--- config.mk ---
export PLATFORM = sky130hd
export DESIGN_NAME = bcm_ctrl
export DESIGN_NICKNAME = d
export VERILOG_FILES = /design/src/bcm_pkg.sv /design/src/bcm_sync.sv /design/src/bcm_ctrl.sv
export SDC_FILE = /design/constraint.sdc
export NUM_CORES = 1
export LEC_CHECK = 0
export ABC_AREA = 1
export BUFFER_PORTS_ARGS = -buffer_cell sky130_fd_sc_hd__buf_2
export CAP_MARGIN = 25
export CORE_ASPECT_RATIO = 1.4
export CORE_MARGIN = 1
export CORE_UTILIZATION = 57
export DETAILED_ROUTE_END_ITERATION = 8
export PLACE_DENSITY = 0.84
export SLEW_MARGIN = 10
export SYNTH_ARGS = -nofsm -noshare
export SYNTH_HDL_FRONTEND = slang
export SYNTH_SLANG_ARGS = --single-unit
--- constraint.sdc ---
create_clock -name clk_i -period 10.18 [get_ports clk_i]
set_input_delay 1.527 -clock clk_i [delete_from_list [all_inputs] [get_ports clk_i]]
set_output_delay 1.527 -clock clk_i [all_outputs]
set_load 0.005 [all_outputs]
--- src/bcm_pkg.sv ---
// package for the battery charger mode controller
package bcm_pkg;

	// one-hot charger modes
	typedef enum logic [4:0] {
		BCM_OFF     = 5'h01,
		BCM_TRICKLE = 5'h02,
		BCM_FAST    = 5'h04,
		BCM_STANDBY = 5'h08,
		BCM_ERROR   = 5'h10
	} bcm_mode_e;

	// register byte offsets
	localparam logic [3:0] BCM_REG_CTRL   = 4'h0;
	localparam logic [3:0] BCM_REG_ISET   = 4'h4;
	localparam logic [3:0] BCM_REG_STATUS = 4'h8;
	localparam logic [3:0] BCM_REG_IRQ    = 4'hc;

	// mask register takes the address slot after irq status
	localparam logic [5:0] BCM_REG_MASK   = 6'h10;

	// control field positions
	localparam int BCM_CTRL_EN_BIT  = 0;
	localparam int BCM_CTRL_SRC_BIT = 1;

	// current setting limits in ma and reset values
	localparam logic [7:0] BCM_I_MIN      = 8'h0a;
	localparam logic [7:0] BCM_I_MAX      = 8'hc8;
	localparam logic [7:0] BCM_ISET_RST   = 8'h64;
	localparam logic [7:0] BCM_TRIM_RST   = 8'h00;
	localparam logic [4:0] BCM_MASK_RST   = 5'h00;

	// divisor for the tenth-of-fast current
	localparam logic [7:0] BCM_TENTH_DIV  = 8'h0a;

endpackage

--- src/bcm_sync.sv ---
// three flop synchroniser with agreement filter
module bcm_sync
	import bcm_pkg::*;
#(
	parameter int W = 6
) (
	input  wire logic         clk_i,
	input  wire logic         rst_i,
	input  wire logic [W-1:0] async_i,
	output logic      [W-1:0] sync_o
);

	logic [W-1:0] s1;
	logic [W-1:0] s2;
	logic [W-1:0] s3;

	// three stage shift toward the logic
	always_ff @(posedge clk_i) begin
		if (rst_i) begin
			s1 <= '0;
			s2 <= '0;
			s3 <= '0;
		end else begin
			s1 <= async_i;
			s2 <= s1;
			s3 <= s2;
		end
	end

	// per bit: take a new level only once stages two and three agree
	genvar g;
	generate
		for (g = 0; g < W; g++) begin : g_bit
			always_ff @(posedge clk_i) begin
				if (rst_i) begin
					sync_o[g] <= 1'b0;
				end else if (s2[g] == s3[g]) begin
					sync_o[g] <= s3[g];
				end
			end
		end
	endgenerate

endmodule

--- src/bcm_ctrl.sv ---
// battery charger mode controller with wishbone registers
module bcm_ctrl
	import bcm_pkg::*;
(
	input  wire logic        clk_i,
	input  wire logic        rst_i,
	// wishbone classic slave
	input  wire logic        cyc_i,
	input  wire logic        stb_i,
	input  wire logic        we_i,
	input  wire logic [5:0]  adr_i,
	input  wire logic [3:0]  sel_i,
	input  wire logic [31:0] dat_i,
	output logic      [31:0] dat_o,
	output logic             ack_o,
	// stored settings loaded by firmware
	input  wire logic [7:0]  persistent_setting_i,
	input  wire logic [7:0]  trim_i,
	// analog comparator results, asynchronous
	input  wire logic        vbat_present_i,
	input  wire logic        fast_threshold_up_i,
	input  wire logic        fast_threshold_dn_i,
	input  wire logic        float_voltage_i,
	input  wire logic        recharge_hysteresis_i,
	input  wire logic        charger_input_level_i,
	input  wire logic        termination_current_i,
	// charger drive
	output logic      [4:0]  mode_o,
	output logic      [7:0]  current_target_o,
	output logic             cc_en_o,
	output logic             cv_en_o,
	output logic             irq_o
);

	// number of comparator levels that cross into the clock domain
	localparam int NCMP = 7;

	logic [NCMP-1:0] cmp_raw;
	logic [NCMP-1:0] cmp;
	logic            vbat_ok;
	logic            above_up;
	logic            above_dn;
	logic            at_float;
	logic            below_rech;
	logic            input_low;
	logic            below_term;

	logic            enable;
	logic            use_reg;
	logic [7:0]      iset_reg;
	logic [7:0]      trim_reg;
	logic [4:0]      irq_stat;
	logic [4:0]      irq_mask;

	bcm_mode_e       mode;
	bcm_mode_e       next_mode;
	logic            fast_side;
	logic            next_fast_side;
	logic            mode_chg;

	logic [7:0]      iset_sel;
	logic [7:0]      iset_clip;
	logic [8:0]      iset_trim;
	logic [7:0]      fast_current_setting;
	logic [7:0]      itrickle;
	logic [7:0]      next_target;

	logic            wb_req;
	logic            wb_wr;
	logic            wb_rd;
	logic [31:0]     next_dat;

	// comparator inputs cross into the clock domain
	assign cmp_raw = {termination_current_i, charger_input_level_i,
		recharge_hysteresis_i, float_voltage_i, fast_threshold_dn_i,
		fast_threshold_up_i, vbat_present_i};

	bcm_sync #(
		.W       (NCMP)
	) u_sync (
		.clk_i   (clk_i),
		.rst_i   (rst_i),
		.async_i (cmp_raw),
		.sync_o  (cmp)
	);

	// named comparator levels
	assign vbat_ok    = cmp[0];
	assign above_up   = cmp[1];
	assign above_dn   = cmp[2];
	assign at_float   = cmp[3];
	assign below_rech = cmp[4];
	assign input_low  = cmp[5];
	assign below_term = cmp[6];

	// wishbone decode, one cycle answer
	// a request is taken on the edge where cyc and stb are high and ack is
	// low; ack then stands for exactly one cycle, and masking the request
	// with ack keeps a held strobe from being taken a second time
	assign wb_req = cyc_i & stb_i & ~ack_o;
	assign wb_wr  = wb_req & we_i;
	assign wb_rd  = wb_req & ~we_i;

	always_ff @(posedge clk_i) begin
		if (rst_i) begin
			ack_o <= 1'b0;
		end else begin
			ack_o <= wb_req;
		end
	end

	// control register: enable and current source select
	// enable comes only from supervising code, so the charger stays off
	// after reset until software asks for it
	always_ff @(posedge clk_i) begin
		if (rst_i) begin
			enable  <= 1'b0;
			use_reg <= 1'b0;
		end else if (wb_wr && adr_i == {2'b00, BCM_REG_CTRL} && sel_i[0]) begin
			enable  <= dat_i[BCM_CTRL_EN_BIT];
			use_reg <= dat_i[BCM_CTRL_SRC_BIT];
		end
	end

	// current setting and calibration trim
	// the trim is a signed byte, written by charger firmware; the setting
	// byte is only used when the control source bit selects it
	always_ff @(posedge clk_i) begin
		if (rst_i) begin
			iset_reg <= BCM_ISET_RST;
			trim_reg <= BCM_TRIM_RST;
		end else if (wb_wr && adr_i == {2'b00, BCM_REG_ISET}) begin
			if (sel_i[0]) begin
				iset_reg <= dat_i[7:0];
			end
			if (sel_i[1]) begin
				trim_reg <= dat_i[15:8];
			end
		end
	end

	// interrupt mask
	always_ff @(posedge clk_i) begin
		if (rst_i) begin
			irq_mask <= BCM_MASK_RST;
		end else if (wb_wr && adr_i == BCM_REG_MASK && sel_i[0]) begin
			irq_mask <= dat_i[4:0];
		end
	end

	// fast current: pick source, clamp range, add signed trim
	// the clamp keeps an out-of-range setting inside the legal band, and
	// the trimmed sum saturates at both ends so a large negative trim
	// cannot wrap round to a high current
	always_comb begin
		iset_sel = use_reg ? iset_reg : persistent_setting_i;
		if (iset_sel < BCM_I_MIN) begin
			iset_clip = BCM_I_MIN;
		end else if (iset_sel > BCM_I_MAX) begin
			iset_clip = BCM_I_MAX;
		end else begin
			iset_clip = iset_sel;
		end
		iset_trim = {1'b0, iset_clip} + {trim_reg[7], trim_reg};
		if (trim_reg[7] && !iset_trim[8]) begin
			fast_current_setting = iset_trim[7:0]; // negative trim without underflow
		end else if (trim_reg[7]) begin
			fast_current_setting = 8'h00;
		end else if (iset_trim[8]) begin
			fast_current_setting = 8'hff;
		end else begin
			fast_current_setting = iset_trim[7:0];
		end
		itrickle = fast_current_setting / BCM_TENTH_DIV;
	end

	// hysteretic fast threshold: rise on upper, fall on lower
	// between the two levels the last side is kept, so a battery sitting
	// near the threshold cannot make trickle and fast alternate
	always_comb begin
		next_fast_side = fast_side;
		if (above_up) begin
			next_fast_side = 1'b1;
		end else if (!above_dn) begin
			next_fast_side = 1'b0;
		end
	end

	// mode selection, off first, then error, then charging choices
	// the choice is remade on every clock from the synchronised levels,
	// so a mode change never waits for anything but the synchroniser
	always_comb begin
		next_mode = mode;
		if (!enable) begin
			next_mode = BCM_OFF;
		end else if (input_low) begin
			next_mode = BCM_ERROR;
		end else begin
			case (mode)
				BCM_OFF, BCM_ERROR: begin
					if (!vbat_ok) begin
						next_mode = BCM_OFF;
					end else if (next_fast_side) begin
						next_mode = BCM_FAST;
					end else begin
						next_mode = BCM_TRICKLE;
					end
				end
				BCM_TRICKLE: begin
					if (!vbat_ok) begin
						next_mode = BCM_OFF;
					end else if (next_fast_side) begin
						next_mode = BCM_FAST;
					end
				end
				BCM_FAST: begin
					if (!vbat_ok) begin
						next_mode = BCM_OFF;
					end else if (!next_fast_side) begin
						next_mode = BCM_TRICKLE;
					end else if (at_float && below_term) begin
						next_mode = BCM_STANDBY;
					end
				end
				BCM_STANDBY: begin
					if (!vbat_ok) begin
						next_mode = BCM_OFF;
					end else if (below_rech) begin
						next_mode = BCM_FAST;
					end
				end
				default: begin
					next_mode = BCM_OFF;
				end
			endcase
		end
	end

	// state update every clock
	always_ff @(posedge clk_i) begin
		if (rst_i) begin
			mode      <= BCM_OFF;
			fast_side <= 1'b0;
		end else begin
			mode      <= next_mode;
			fast_side <= next_fast_side;
		end
	end

	// current target per mode
	// standby, error and off all ask for no current at all
	always_comb begin
		case (next_mode)
			BCM_TRICKLE: next_target = itrickle;
			BCM_FAST:    next_target = fast_current_setting;
			default:     next_target = 8'h00;
		endcase
	end

	// charger drive outputs
	always_ff @(posedge clk_i) begin
		if (rst_i) begin
			mode_o           <= BCM_OFF;
			current_target_o <= 8'h00;
			cc_en_o          <= 1'b0;
			cv_en_o          <= 1'b0;
		end else begin
			mode_o           <= next_mode;
			current_target_o <= next_target;
			cc_en_o          <= (next_mode == BCM_TRICKLE) ||
				(next_mode == BCM_FAST && !at_float);
			cv_en_o          <= (next_mode == BCM_FAST) && at_float;
		end
	end

	// sticky mode-entry events, read clears, set wins
	// each status bit matches the one-hot code of the mode entered
	assign mode_chg = (next_mode != mode);

	always_ff @(posedge clk_i) begin
		if (rst_i) begin
			irq_stat <= 5'h00;
		end else begin
			irq_stat <= (irq_stat &
				~((wb_rd && adr_i == {2'b00, BCM_REG_IRQ}) ? 5'h1f : 5'h00)) |
				(mode_chg ? next_mode : 5'h00);
		end
	end

	assign irq_o = |(irq_stat & irq_mask);

	// read mux, unmapped reads zero
	// status: mode low, drive enables, effective fast current, comparators
	always_comb begin
		next_dat = 32'h0000_0000;
		case (adr_i)
			{2'b00, BCM_REG_CTRL}:   next_dat = {30'h0, use_reg, enable};
			{2'b00, BCM_REG_ISET}:   next_dat = {16'h0, trim_reg, iset_reg};
			{2'b00, BCM_REG_STATUS}: next_dat = {9'h0, cmp, fast_current_setting, 1'b0,
				cv_en_o, cc_en_o, mode};
			{2'b00, BCM_REG_IRQ}:    next_dat = {27'h0, irq_stat};
			BCM_REG_MASK:            next_dat = {27'h0, irq_mask};
			default:                 next_dat = 32'h0000_0000;
		endcase
	end

	// read data is captured on the taking edge and holds until next read
	always_ff @(posedge clk_i) begin
		if (rst_i) begin
			dat_o <= 32'h0000_0000;
		end else if (wb_rd) begin
			dat_o <= next_dat;
		end
	end

endmodule

# After elaboration in Yosys (flattened, before gate mapping)
# Cells that the tools add are included.
word_totals:
  regBits: 105
  latch_bits: 0
  mem_bits_rw: 0
  rom_bits: 0
  in_bits: 70
  out_inout_bits: 49
  elab_cells: 98
  mem_count: 0
op_classes:
  addsub: 1
  multipliers: 0
  div_mod_pow: 1
  n_lt_le_gt_ge: 2
  n_eq_ne: 19
  shift: 0
  muxes: 24
  n_bitwise: 10
  n_reduce_logical: 18
ops:
  columns: ["operator", "n"]
  rows:
  - ["23-bit case mux with 5 select lines", 1]
  - ["5-bit 2-to-1 mux", 11]
  - ["8-bit 2-to-1 mux", 6]
  - ["5-bit case mux with 4 select lines", 1]
  - ["8-bit case mux with 2 select lines", 1]
  - ["6-bit by 4-bit equality test with 1-bit output (second input constant)", 2]
  - ["5-bit AND", 2]
  - ["5-bit by 2-bit equality test with 1-bit output (second input constant)", 2]
  - ["5-bit by 3-bit equality test with 1-bit output (second input constant)", 2]
  - ["1-bit logical AND", 10]
  - ["8-bit by 9-bit adder with 9-bit output", 1]
  - ["8-bit by 4-bit divider with 8-bit output (second input constant)", 1]
  - ["8-bit greater-than comparator (second input constant)", 1]
  - ["8-bit by 4-bit < comparator with 1-bit output (second input constant)", 1]
  - ["1-bit equality test", 7]
  - ["6-bit by 3-bit equality test with 1-bit output (second input constant)", 1]
  - ["6-bit by 5-bit equality test with 1-bit output (second input constant)", 1]
  - ["6-bit logical NOT", 1]
  - ["3-bit 2-to-1 mux", 2]
  - ["5-bit by 1-bit equality test with 1-bit output (second input constant)", 1]
  - ["5-bit by 4-bit equality test with 1-bit output (second input constant)", 1]
  - ["5-bit equality test (second input constant)", 1]
  - ["5-bit inequality test", 1]
  - ["5-bit NOT", 1]
  - ["9 further kinds", 16]

# Logic depth before layout (Yosys ltp)
# Gate-level depths: netlist of the first run.
logic_depth:
  word_depth: 10
  depth_mapped: 42
  depth_no_buf: 42

# Cells and area by module
# Synthesis of the first run repeated with hierarchy kept, for this count alone.
unflattened:
  hier_cells: 667
  area_unflattened_um2: 4743.3
by_module_without_submodules:
  columns: ["module", "instances", "cells_per_inst", "area_per_inst_um2", "seq_area_each_um2"]
  rows:
  - ["bcm_ctrl", 1, 573, 3902.5, 1361.3]
  - ["bcm_sync", 1, 94, 840.8, 560.5]

# Worst setup path after synthesis of the first run
# Ideal clock, no wire load.
synth_path:
  kind: "input-to-reg"
  startpoint: "input port persistent_setting_i[3]"
  endpoint: "register current_target_o[0]"
  setup_time_ps: 131
  t_arrival_ps: 5293
  required_ps: 10049
  slack_ps: 4757
  stages: 37
  path_buffers: 0
  cell_sequence: "o21ai_0 > inv_1 > nand2_1 > o211ai_1 > and2_1 > inv_1 > nand2_1 > nor2_1 > ha_1 > inv_1 > fa_1 > inv_1 > nand3_1 > nand2_4 > nand2_4 > nand3_4 > inv_4 > o21ai_4 > nand3_2 > nand3_2 > nand2_2 > nand2_2 > nand2_2 > nand2_2 > inv_2 > nand2_4 > nand3_1 > nand2_2 > inv_2 > ha_1 > and3_1 > nand3_1 > nand3_2 > nand2_1 > inv_1 > a21oi_1 > a21oi_2"
synth_via:
  elab_chain_len: 10
  word_cells_on_any_way: 13
  cone_classes: "add/sub (1); div (1); order compare (2); mux (7); reduce/logical (2)"
synth_rtl:
  columns: ["element", "line_no", "source"]
  rows:
  - ["from (decl)", "bcm_ctrl.sv:17", "input wire logic [7:0] persistent_setting_i,"]
  - ["8-bit 2-to-1 mux *", "bcm_ctrl.sv:156", "iset_sel = use_reg ? iset_reg : persistent_setting_i;"]
  - ["8-bit greater-than comparator", "bcm_ctrl.sv:159", "end else if (iset_sel > BCM_I_MAX) begin"]
  - ["8-bit 2-to-1 mux", "bcm_ctrl.sv:159", null]
  - ["8-bit 2-to-1 mux *", "bcm_ctrl.sv:157", "if (iset_sel < BCM_I_MIN) begin"]
  - ["8-bit by 9-bit adder with 9-bit output *", "bcm_ctrl.sv:164", "iset_trim = {1'b0, iset_clip} + {trim_reg[7], trim_reg};"]
  - ["8-bit 2-to-1 mux or 1-bit logical NOT (tied branches)", "bcm_ctrl.sv:169, bcm_ctrl.sv:165", null]
  - ["8-bit 2-to-1 mux or 1-bit logical AND (tied branches)", "bcm_ctrl.sv:167, bcm_ctrl.sv:165", null]
  - ["8-bit 2-to-1 mux *", "bcm_ctrl.sv:165", "if (trim_reg[7] && !iset_trim[8]) begin"]
  - ["8-bit by 4-bit divider with 8-bit output", "bcm_ctrl.sv:174", "itrickle = fast_current_setting / BCM_TENTH_DIV;"]
  - ["8-bit case mux with 2 select lines *", "bcm_ctrl.sv:253", "case (next_mode)"]
  - ["to (signal assigned)", "bcm_ctrl.sv:269", "current_target_o <= next_target;"]
  - ["to (decl)", "bcm_ctrl.sv:29", "output logic [7:0] current_target_o,"]
# Every way passes the cells marked *; elsewhere a longest branch is shown, timed or not.
# A chain may end at the register's enable or synchronous reset.

# Final worst setup path of the first run
# Same ends and word-level chain as after synthesis.

==> run metrics, run 1 <==
io pins 119; Biggest register dat_o; die area 8583 sq um; leading area contributor after synthesis dfxtp_1; routed via count 4488; cells after synthesis about 650; CP Launch Type input port; crit share post-route 56.67%; ys flop type dfxtp_1; share of the synthesized area in the top cell type roughly 40%; critical path's largest stage delay 0.40 ns; RSZ-0062 raised after global routing no; global-route wire length before repair between 15 and 20 mm; layout cell share with drive strength beyond 1 a little under a fifth; Worst slew margin 38.44%; Max VDD drop roughly 0.00014 V; Max H-tree Level 3; initial antenna violation count 0; CTS resizes 0; Residual DRC 0; crit path DAT 6.02 ns; cell area after layout 5355 sq um; Slew @ Worst Pin 0.9224 ns; n_diodes 0; Synth top cells by count nand2_1, dfxtp_1, inv_1; WL final 11.27 mm; drt via density 5.375; row count 38; Root Buffer clkbuf_8; core area 7845 sq um; final hold vios 0; P_leak approximately 2.5 nW; CTS Sinks 96; largest net degree at the start of global routing 57; Num CTS Buffers 9; synth warn 0; final setup fails 0; global placer's final weighted congestion 0.9799; Tmin final 5.769 ns; Synth cell types 47; Slowest cell on crit path fa_1; crit path max fanout 9; CTS tree built; pwr/cell area 133.5 nW/um^2; Largest register FFs 23; GRT Total Usage 26.96%; post-CTS setup repair buffer count 0; number of global-route vias before repair 4136; Hold Buf Count CTS 0; crit path kind in -> reg; clk_lat worst skew 0.37 ns; Reg clk slew, reported paths 0.11 ns; CP most frequent cell inv_1; Overall Power 0.7150 mW; grt total ovfl 0; worst hold path class reg -> reg; Die Width 78.59 um; synthesized area approximately 4700 sq um; run status complete, no violations; FMAX 0.1733 GHz; Yosys reg bits 96; most common cell in the synthesized netlist nand2_1; port buffer count just over 80; Final Non-Filler Cells around 840; Mapped Avg Cell Area roughly 7 sq um; drt first pass iters 5; CTS Buffer Depth 2; drt wl/cell 13.49 um; chip height 109.2 um; Max Cap Violations 0; worst setup margin between 4 and 5 ns; Routed Antenna Nets 0; post-DP HPWL 8.547 mm; Starting Density 59.67%; Starting DRT DRC Count about 300; DP Worst Slack 4.108 ns; Final Max Slew Viols 0; fraction of registers with async set/reset 0%; final setup TNS 0 ns; top post-synthesis cells by area dfxtp_1, nand2_1, inv_1, nor2_1, a21oi_1; Worst Skew 0.01258 ns; Worst EP required 10.43 ns; sequential-to-total area share from yosys stat 41.06%; placed cell areas between 5000 and 6000 sq um; Nets about 810; synthesis-to-layout area growth 14.41%; Post-synth EDFFs 0; number of instances in the placed design 819; element type at the critical path end flop
==> layer usage <==
layer	global-route usage [%]	part of all wire (%)	routed length, um
met3	4.017	4.3	481
met4	14.68	3.7	421
met5	0	0	0
met2	47.76	51	5702
met1	30.91	41	4660
==> area by class of cell <==
| cell class | instances | area (sq um) |
|---|---|---|
| Timing Repair Buffer | 86 | 439.2 |
| Clock inverter | 7 | 80.08 |
| Multi-Input combinational cell | 435 | 2280 |
| Inverter | 102 | 385.4 |
| Fill cell | 664 | 2490 |
| Sequential cell | 96 | 1922 |
| Clock buffer | 9 | 123.9 |
| Tap cell | 100 | 125.1 |
==> path summary, 6_finish.rpt <==
path                                start  slack (ns)  cells past startpoint                   to
setup / recovery  persistent_setting_i[3]        4.41                     36  current_target_o[0]
hold / removal               u_sync.s1[1]        0.41                      2         u_sync.s2[1]
setup reg to reg                  use_reg        5.02                     35  current_target_o[0]
hold reg to reg              u_sync.s1[1]        0.41                      2         u_sync.s2[1]
==> worst max-delay path, delay by kind of cell <==
family          cells  cell delay [ns]
compound gates      7             1.10
fa+ha+maj           3             0.78
buf+inv             9             0.68
simple gates       17             1.92
==> metrics by stage <==
stage / hold slack, ns / utilization (%)
2_1_floorplan: 0.3883 / -
3_3_place_gp: 0.3895 / 65.45
3_5_place_dp: 0.3958 / 65.66
4_1_cts: 0.4113 / 68.26
5_1_grt: 0.4186 / 68.26
6_report: 0.4089 / 68.26
==> cells by family (layout without fill, tap and decap cells) <==
kind of cell | count (synthesis) | after routing | share of synthesized area (%)
xor gates and xnor gates | 6 | 6 | 1.123
buffers and inverters | 126 | 204 | 10.88
and+or+nand+nor | 269 | 269 | 25.69
DFF | 96 | 96 | 41.06
adders and majority gates | 11 | 11 | 3.101
other | 1 | 9 | 0.08012
AOI/OAI and AO/OA | 140 | 140 | 18.07
==> layout by cell type (no fill, tap or decap), drive strengths merged, types with 2 or more instances in the layout <==
| cell type | synthesis | routed |
|---|---|---|
| clkbuf | 13 | 9 |
| clkinv | 1 | 3 |
| inv | 101 | 105 |
| nor2 | 83 | 83 |
| conb | 1 | 9 |
| nand2 | 136 | 136 |
| nand4 | 10 | 10 |
| xor2 | 5 | 5 |
| o22ai | 6 | 6 |
| o211ai | 5 | 5 |
| a32o | 3 | 3 |
| nor4 | 2 | 2 |
| dfxtp | 96 | 96 |
| nand3 | 28 | 28 |
| buf | 11 | 86 |
| a31oi | 3 | 3 |
| o21ai | 48 | 48 |
| a221oi | 3 | 3 |
| a21oi | 57 | 57 |
| or2 | 2 | 2 |
| ha | 10 | 10 |
| a22oi | 10 | 10 |
| nor3 | 5 | 5 |
==> power breakdown <==
group	switching (mW)	internal (mW)
Clock	0.153	0.0981
Combinational	0.0537	0.0287
Sequential	0.00170	0.379
Total	0.209	0.506
No activity file was read; power rests on OpenSTA's default activity.
==> inputs of run 2 (changes only) <==
Settings changed: CORE_UTILIZATION 57 to 53, PLACE_DENSITY 0.84 to 0.79.
Clock period 10.18 ns to 5.85 ns, I/O delays scaled along.
==> run 2 against run 1 <==
Final cell count increased by 0.72%. Cell area grew 2.2%. Largest cell class unchanged. Non-clock buffer count increased by 1. Critical path depth rose by 1. Sequential power rose by 74%. Wire length decreased by 2.2%. Register-to-register slack lost 4.4 ns. Highest routed layer unchanged.
==> run metrics, run 2 (same netlist as run 1, synthesis figures left out) <==
element type at the critical path end flop; Starting Density 54.69%; Worst Hold Endpoint u_sync.s2[0]; post-DP HPWL 8.446 mm; Largest register FFs 23; Routed Antenna Nets 0; met3 global-route usage 4.113%; Slowest cell on crit path dfxtp_1; fillers 770; GR Layer Usage met2 between 40% and 50%; io pins between 100 and 150; r2r setup slk 0.65 ns; RSZ-0062 raised after global routing no; Final Max Slew Viols 0; Root Buffer clkbuf_16; Max H-tree Level 3; layout cell share with drive strength beyond 1 about a fifth; Hold Buf Count CTS 0; drt first pass iters 5; clk_lat worst skew approximately 0.34 ns; die area 9217 sq um; core area 8558 sq um; crit path kind reg -> reg; hold wc startpoint u_sync.s1[0]; Hold Path Depth 2; critical path's largest stage delay 0.56 ns; Residual DRC 0; CTS tree built; CTS Buffer Depth 2; port buffer count 83; Max Cap Violations 0; post-CTS setup repair buffer count 0; Max VDD drop 0.0002389 V; Biggest register dat_o; reg2reg path depth 37; initial antenna violation count 0; worst r2r dst current_target_o[0]; routed via count 4443; Num CTS Buffers 9; Reg clk slew, reported paths 0.07 ns; crit path max fanout 16; P_leak about 2.5 nW; Worst Skew 0.006373 ns; run status complete, no violations; largest net degree at the start of global routing 57; CP most frequent cell nand2_2; GRT Total Usage 25.85%; Slew @ Worst Pin 0.8779 ns; Top Usage Layer GRT met2; crit path DAT 5.40 ns; crit share post-route approximately 89%; row count 40; Worst R2R Start use_reg; Worst slew margin between 40% and 50%; WL final 11.02 mm; CTS resizes 0; FMAX just under 0.2 GHz; chip height 113.2 um; global placer's final weighted congestion approximately 0.96; Worst EP required 6.06 ns; worst hold path class reg -> reg; Nets 812; number of global-route vias before repair 4264; Tmin final 5.196 ns; drt wl/cell 13.10 um; final setup fails 0; most frequent cells in the layout nand2_1, dfxtp_1, inv_1, buf_2, nor2_1; n_diodes 0; synthesis-to-layout area growth 16.92%; CP Launch Type flop; Starting DRT DRC Count between 150 and 200; M1 GR Usage 29.64%; grt total ovfl 0; commonest non-fill, non-tap cell in the layout nand2_1; final setup TNS 0 ns; final hold vios 0; global-route wire length before repair between 15 and 20 mm; Die Width 81.43 um; post-layout util 63.95%; pwr/cell area 254.9 nW/um^2; drt via density about 5.3; CTS Sinks 96
## run 2: where the power goes
part / total, mW / switching, mW / internal, mW
Sequential: 0.663 / 0.00318 / 0.660
Clock: 0.590 / 0.284 / 0.306
Combinational: 0.142 / 0.0915 / 0.0506
## run 2: critical path, delay by kind of cell (launching register included)
| kind | cells | cell delay (ns) |
|---|---|---|
| fa+ha+maj | 3 | 0.79 |
| flops | 1 | 0.56 |
| compound gates | 5 | 0.79 |
| simple gates | 22 | 2.34 |
| buf+inv | 7 | 0.56 |
## run 2: worst max path at each step
stage                            startpoint                  end  cells past startpoint
floorplan           persistent_setting_i[3]  current_target_o[0]                     37
global placement    persistent_setting_i[3]  current_target_o[0]                     38
detailed placement  persistent_setting_i[3]  current_target_o[0]                     38
CTS                                 use_reg  current_target_o[0]                     37
global route                        use_reg  current_target_o[0]                     35
finish                              use_reg  current_target_o[0]                     37
## run 2: area by class of cell
| class | instances | area, sq um | share of cell area (%) |
|---|---|---|---|
| multi-input cells | 435 | 2280 | 41.66 |
| flip-flops and latches | 96 | 1922 | 35.12 |
| repair buffers | 87 | 446.7 | 8.162 |
| inverters | 102 | 385.4 | 7.042 |
| clock buffers | 9 | 225.2 | 4.115 |
| well taps | 105 | 131.4 | 2.401 |
| clock inverters | 7 | 82.58 | 1.509 |
## run 2: metrics by stage
step                hold WS [ns]  instances  worst slack, ns  instance area, sq um  power [mW]
global route              0.4188        841           0.2698                  5473       1.451
CTS                       0.4021        841           0.6338                  5473       1.402
detailed placement        0.3916        825           0.4334                  5165      0.8195
finish                    0.4007        841           0.6545                  5473       1.395
global placement          0.3898        823           0.5776                  5149      0.8129
floorplan                 0.3883        657            1.076                  4711      0.7849
## run 2: layer usage
metal | vias to the layer above | share of wire, %
li1 | 2248 | -
met2 | 156 | 50
met5 | - | 0
met1 | 2003 | 41
met3 | 36 | 4.4
met4 | 0 | 3.8
==> inputs of run 3 (changes only) <==
Settings changed: CORE_UTILIZATION 53 to 50, PLACE_DENSITY 0.79 to 0.75.
==> run 3 against run 2 <==
Final cell count is 0.24% higher. Critical path depth stayed put. Sequential cell count stayed put. Global-route usage is 2.1 points lower. Clock power is 2% higher. Sequential power hardly changed. Hold slack better by 0.0027 ns. Critical path type unchanged. Largest power group unchanged.
==> run metrics, run 3 (same netlist as run 1, synthesis figures left out) <==
routed via count approximately 4400; commonest non-fill, non-tap cell in the layout nand2_1; Switching Share 27.66%; Starting Density 51.84%; CP Launch Type flop; P_leak 2.542 nW; drt first pass iters 7; crit share post-route 88.78%; Final Non-Filler Cells 843; Clk pwr share 42.7%; die area 9758 sq um; GRT Total Usage 23.79%; chip height 116.5 um; Die Width around 84 um; Num CTS Buffers 9; Final Max Slew Viols 0; Starting DRT DRC Count 251; final setup fails 0; Max VDD drop 0.0001886 V; Fin Hold WS a little over 0.4 ns; Routed Antenna Nets 0; drt via density 5.278; Largest register FFs 23; crit path DAT 5.41 ns; worst hold path class reg -> reg; Internal 1.017 mW; n_diodes 0; Nets 812; Reg clk slew, reported paths 0.08 ns; Flop pwr share 47.1%; FMAX 0.1925 GHz; initial antenna violation count 0; grt total ovfl 0; crit path max fanout 16; CTS Buffer Depth 2; synthesis-to-layout area growth 17.13%; number of instances in the placed design 827; Slew @ Worst Pin 0.9286 ns; CTS Sinks between 90 and 100; Residual DRC 0; row count 41; Overall Power between 1 and 1.5 mW; Tmin final 5.194 ns; port buffer count 83; final hold vios 0; Max H-tree Level 3; number of global-route vias before repair 4181; RSZ-0062 raised after global routing no; Hold Buf Count CTS 0; post-DP HPWL around 8.3 mm; global-route wire length before repair 18.35 mm; io pins ~120; drt wl/cell 13.30 um; Slowest cell on crit path dfxtp_1; clk_lat worst skew 0.36 ns; most frequent cells in the layout nand2_1, dfxtp_1, inv_1, buf_2, nor2_1; CTS resizes 0; element type at the critical path end flop; Worst Skew 0.01131 ns; post-CTS setup repair buffer count 0; final setup TNS 0 ns; Worst slew margin 38.02%; Max Cap Violations 0; largest net degree at the start of global routing 57; Root Buffer clkbuf_16; CTS tree built; global placer's final weighted congestion 0.9125; pwr/cell area 256.5 nW/um^2; critical path's largest stage delay 0.57 ns; WL final 11.21 mm; run status complete, no violations; layout cell share with drive strength beyond 1 19.29%; Biggest register dat_o; core area approximately 9000 sq um; Sw Pwr around 0.4 mW; Worst EP required 6.07 ns; crit path kind reg -> reg; Comb power frac 10.2%
==> run 3: changes by cell type in the layout (fill, tap and decap cells not counted) <==
cell and delta:
inv_8 -1, buf_4 +1, clkinv_8 +1, buf_2 -1
==> run 3: final cells by class <==
| class | instances | area, sq um |
|---|---|---|
| Clock buffer | 9 | 225.2 |
| Clock inverter | 7 | 87.58 |
| Fill cell | 826 | 3546 |
| Inverter | 102 | 385.4 |
| Multi-Input combinational cell | 435 | 2280 |
| Sequential cell | 96 | 1922 |
| Tap cell | 107 | 133.9 |
| Timing Repair Buffer | 87 | 449.2 |
==> run 3: final timing paths <==
path                                   start                   to  depth (start not counted)  slack, ns
worst max register to register       use_reg  current_target_o[0]                         37       0.66
worst min-delay path            u_sync.s1[5]         u_sync.s2[5]                          2       0.40
worst min register to register  u_sync.s1[5]         u_sync.s2[5]                          2       0.40
worst max-delay path                 use_reg  current_target_o[0]                         37       0.66
==> run 3: per-layer routing <==
layer / global-route usage, % / up-vias / share of wire (%)
met2: 42.11 / 169 / 49
li1: - / 2253 / -
met5: 0 / - / 0
met4: 17.63 / 0 / 4.8
met1: 26.15 / 1985 / 41
met3: 3.322 / 42 / 4.9
==> run 3: power by group through the flow <==
stage | logic, mW | clock network [mW] | registers, mW
floorplan | 0.107 | 0 | 0.678
finish | 0.143 | 0.600 | 0.663
detailed placement | 0.141 | 0 | 0.678
global route | 0.159 | 0.637 | 0.664
CTS | 0.142 | 0.609 | 0.663
global placement | 0.136 | 0 | 0.678
==> run 3: stage by stage <==
| step | utilization, % | area, sq um | worst slack [ns] |
|---|---|---|---|
| floorplan | - | 4711 | 1.076 |
| global placement | 57.14 | 5159 | 0.5489 |
| global route | 60.73 | 5483 | 0.1060 |
| finish | 60.73 | 5483 | 0.6564 |
| detailed placement | 57.26 | 5170 | 0.4139 |
| CTS | 60.73 | 5483 | 0.6891 |
==> run 3: worst max-delay path: cells and delay by family, from the launching register on <==
family          cells  cell delay [ns]
compound gates      4             0.63
buf+inv             8             0.60
fa+ha+maj           3             0.80
simple gates       22             2.46
flops               1             0.57
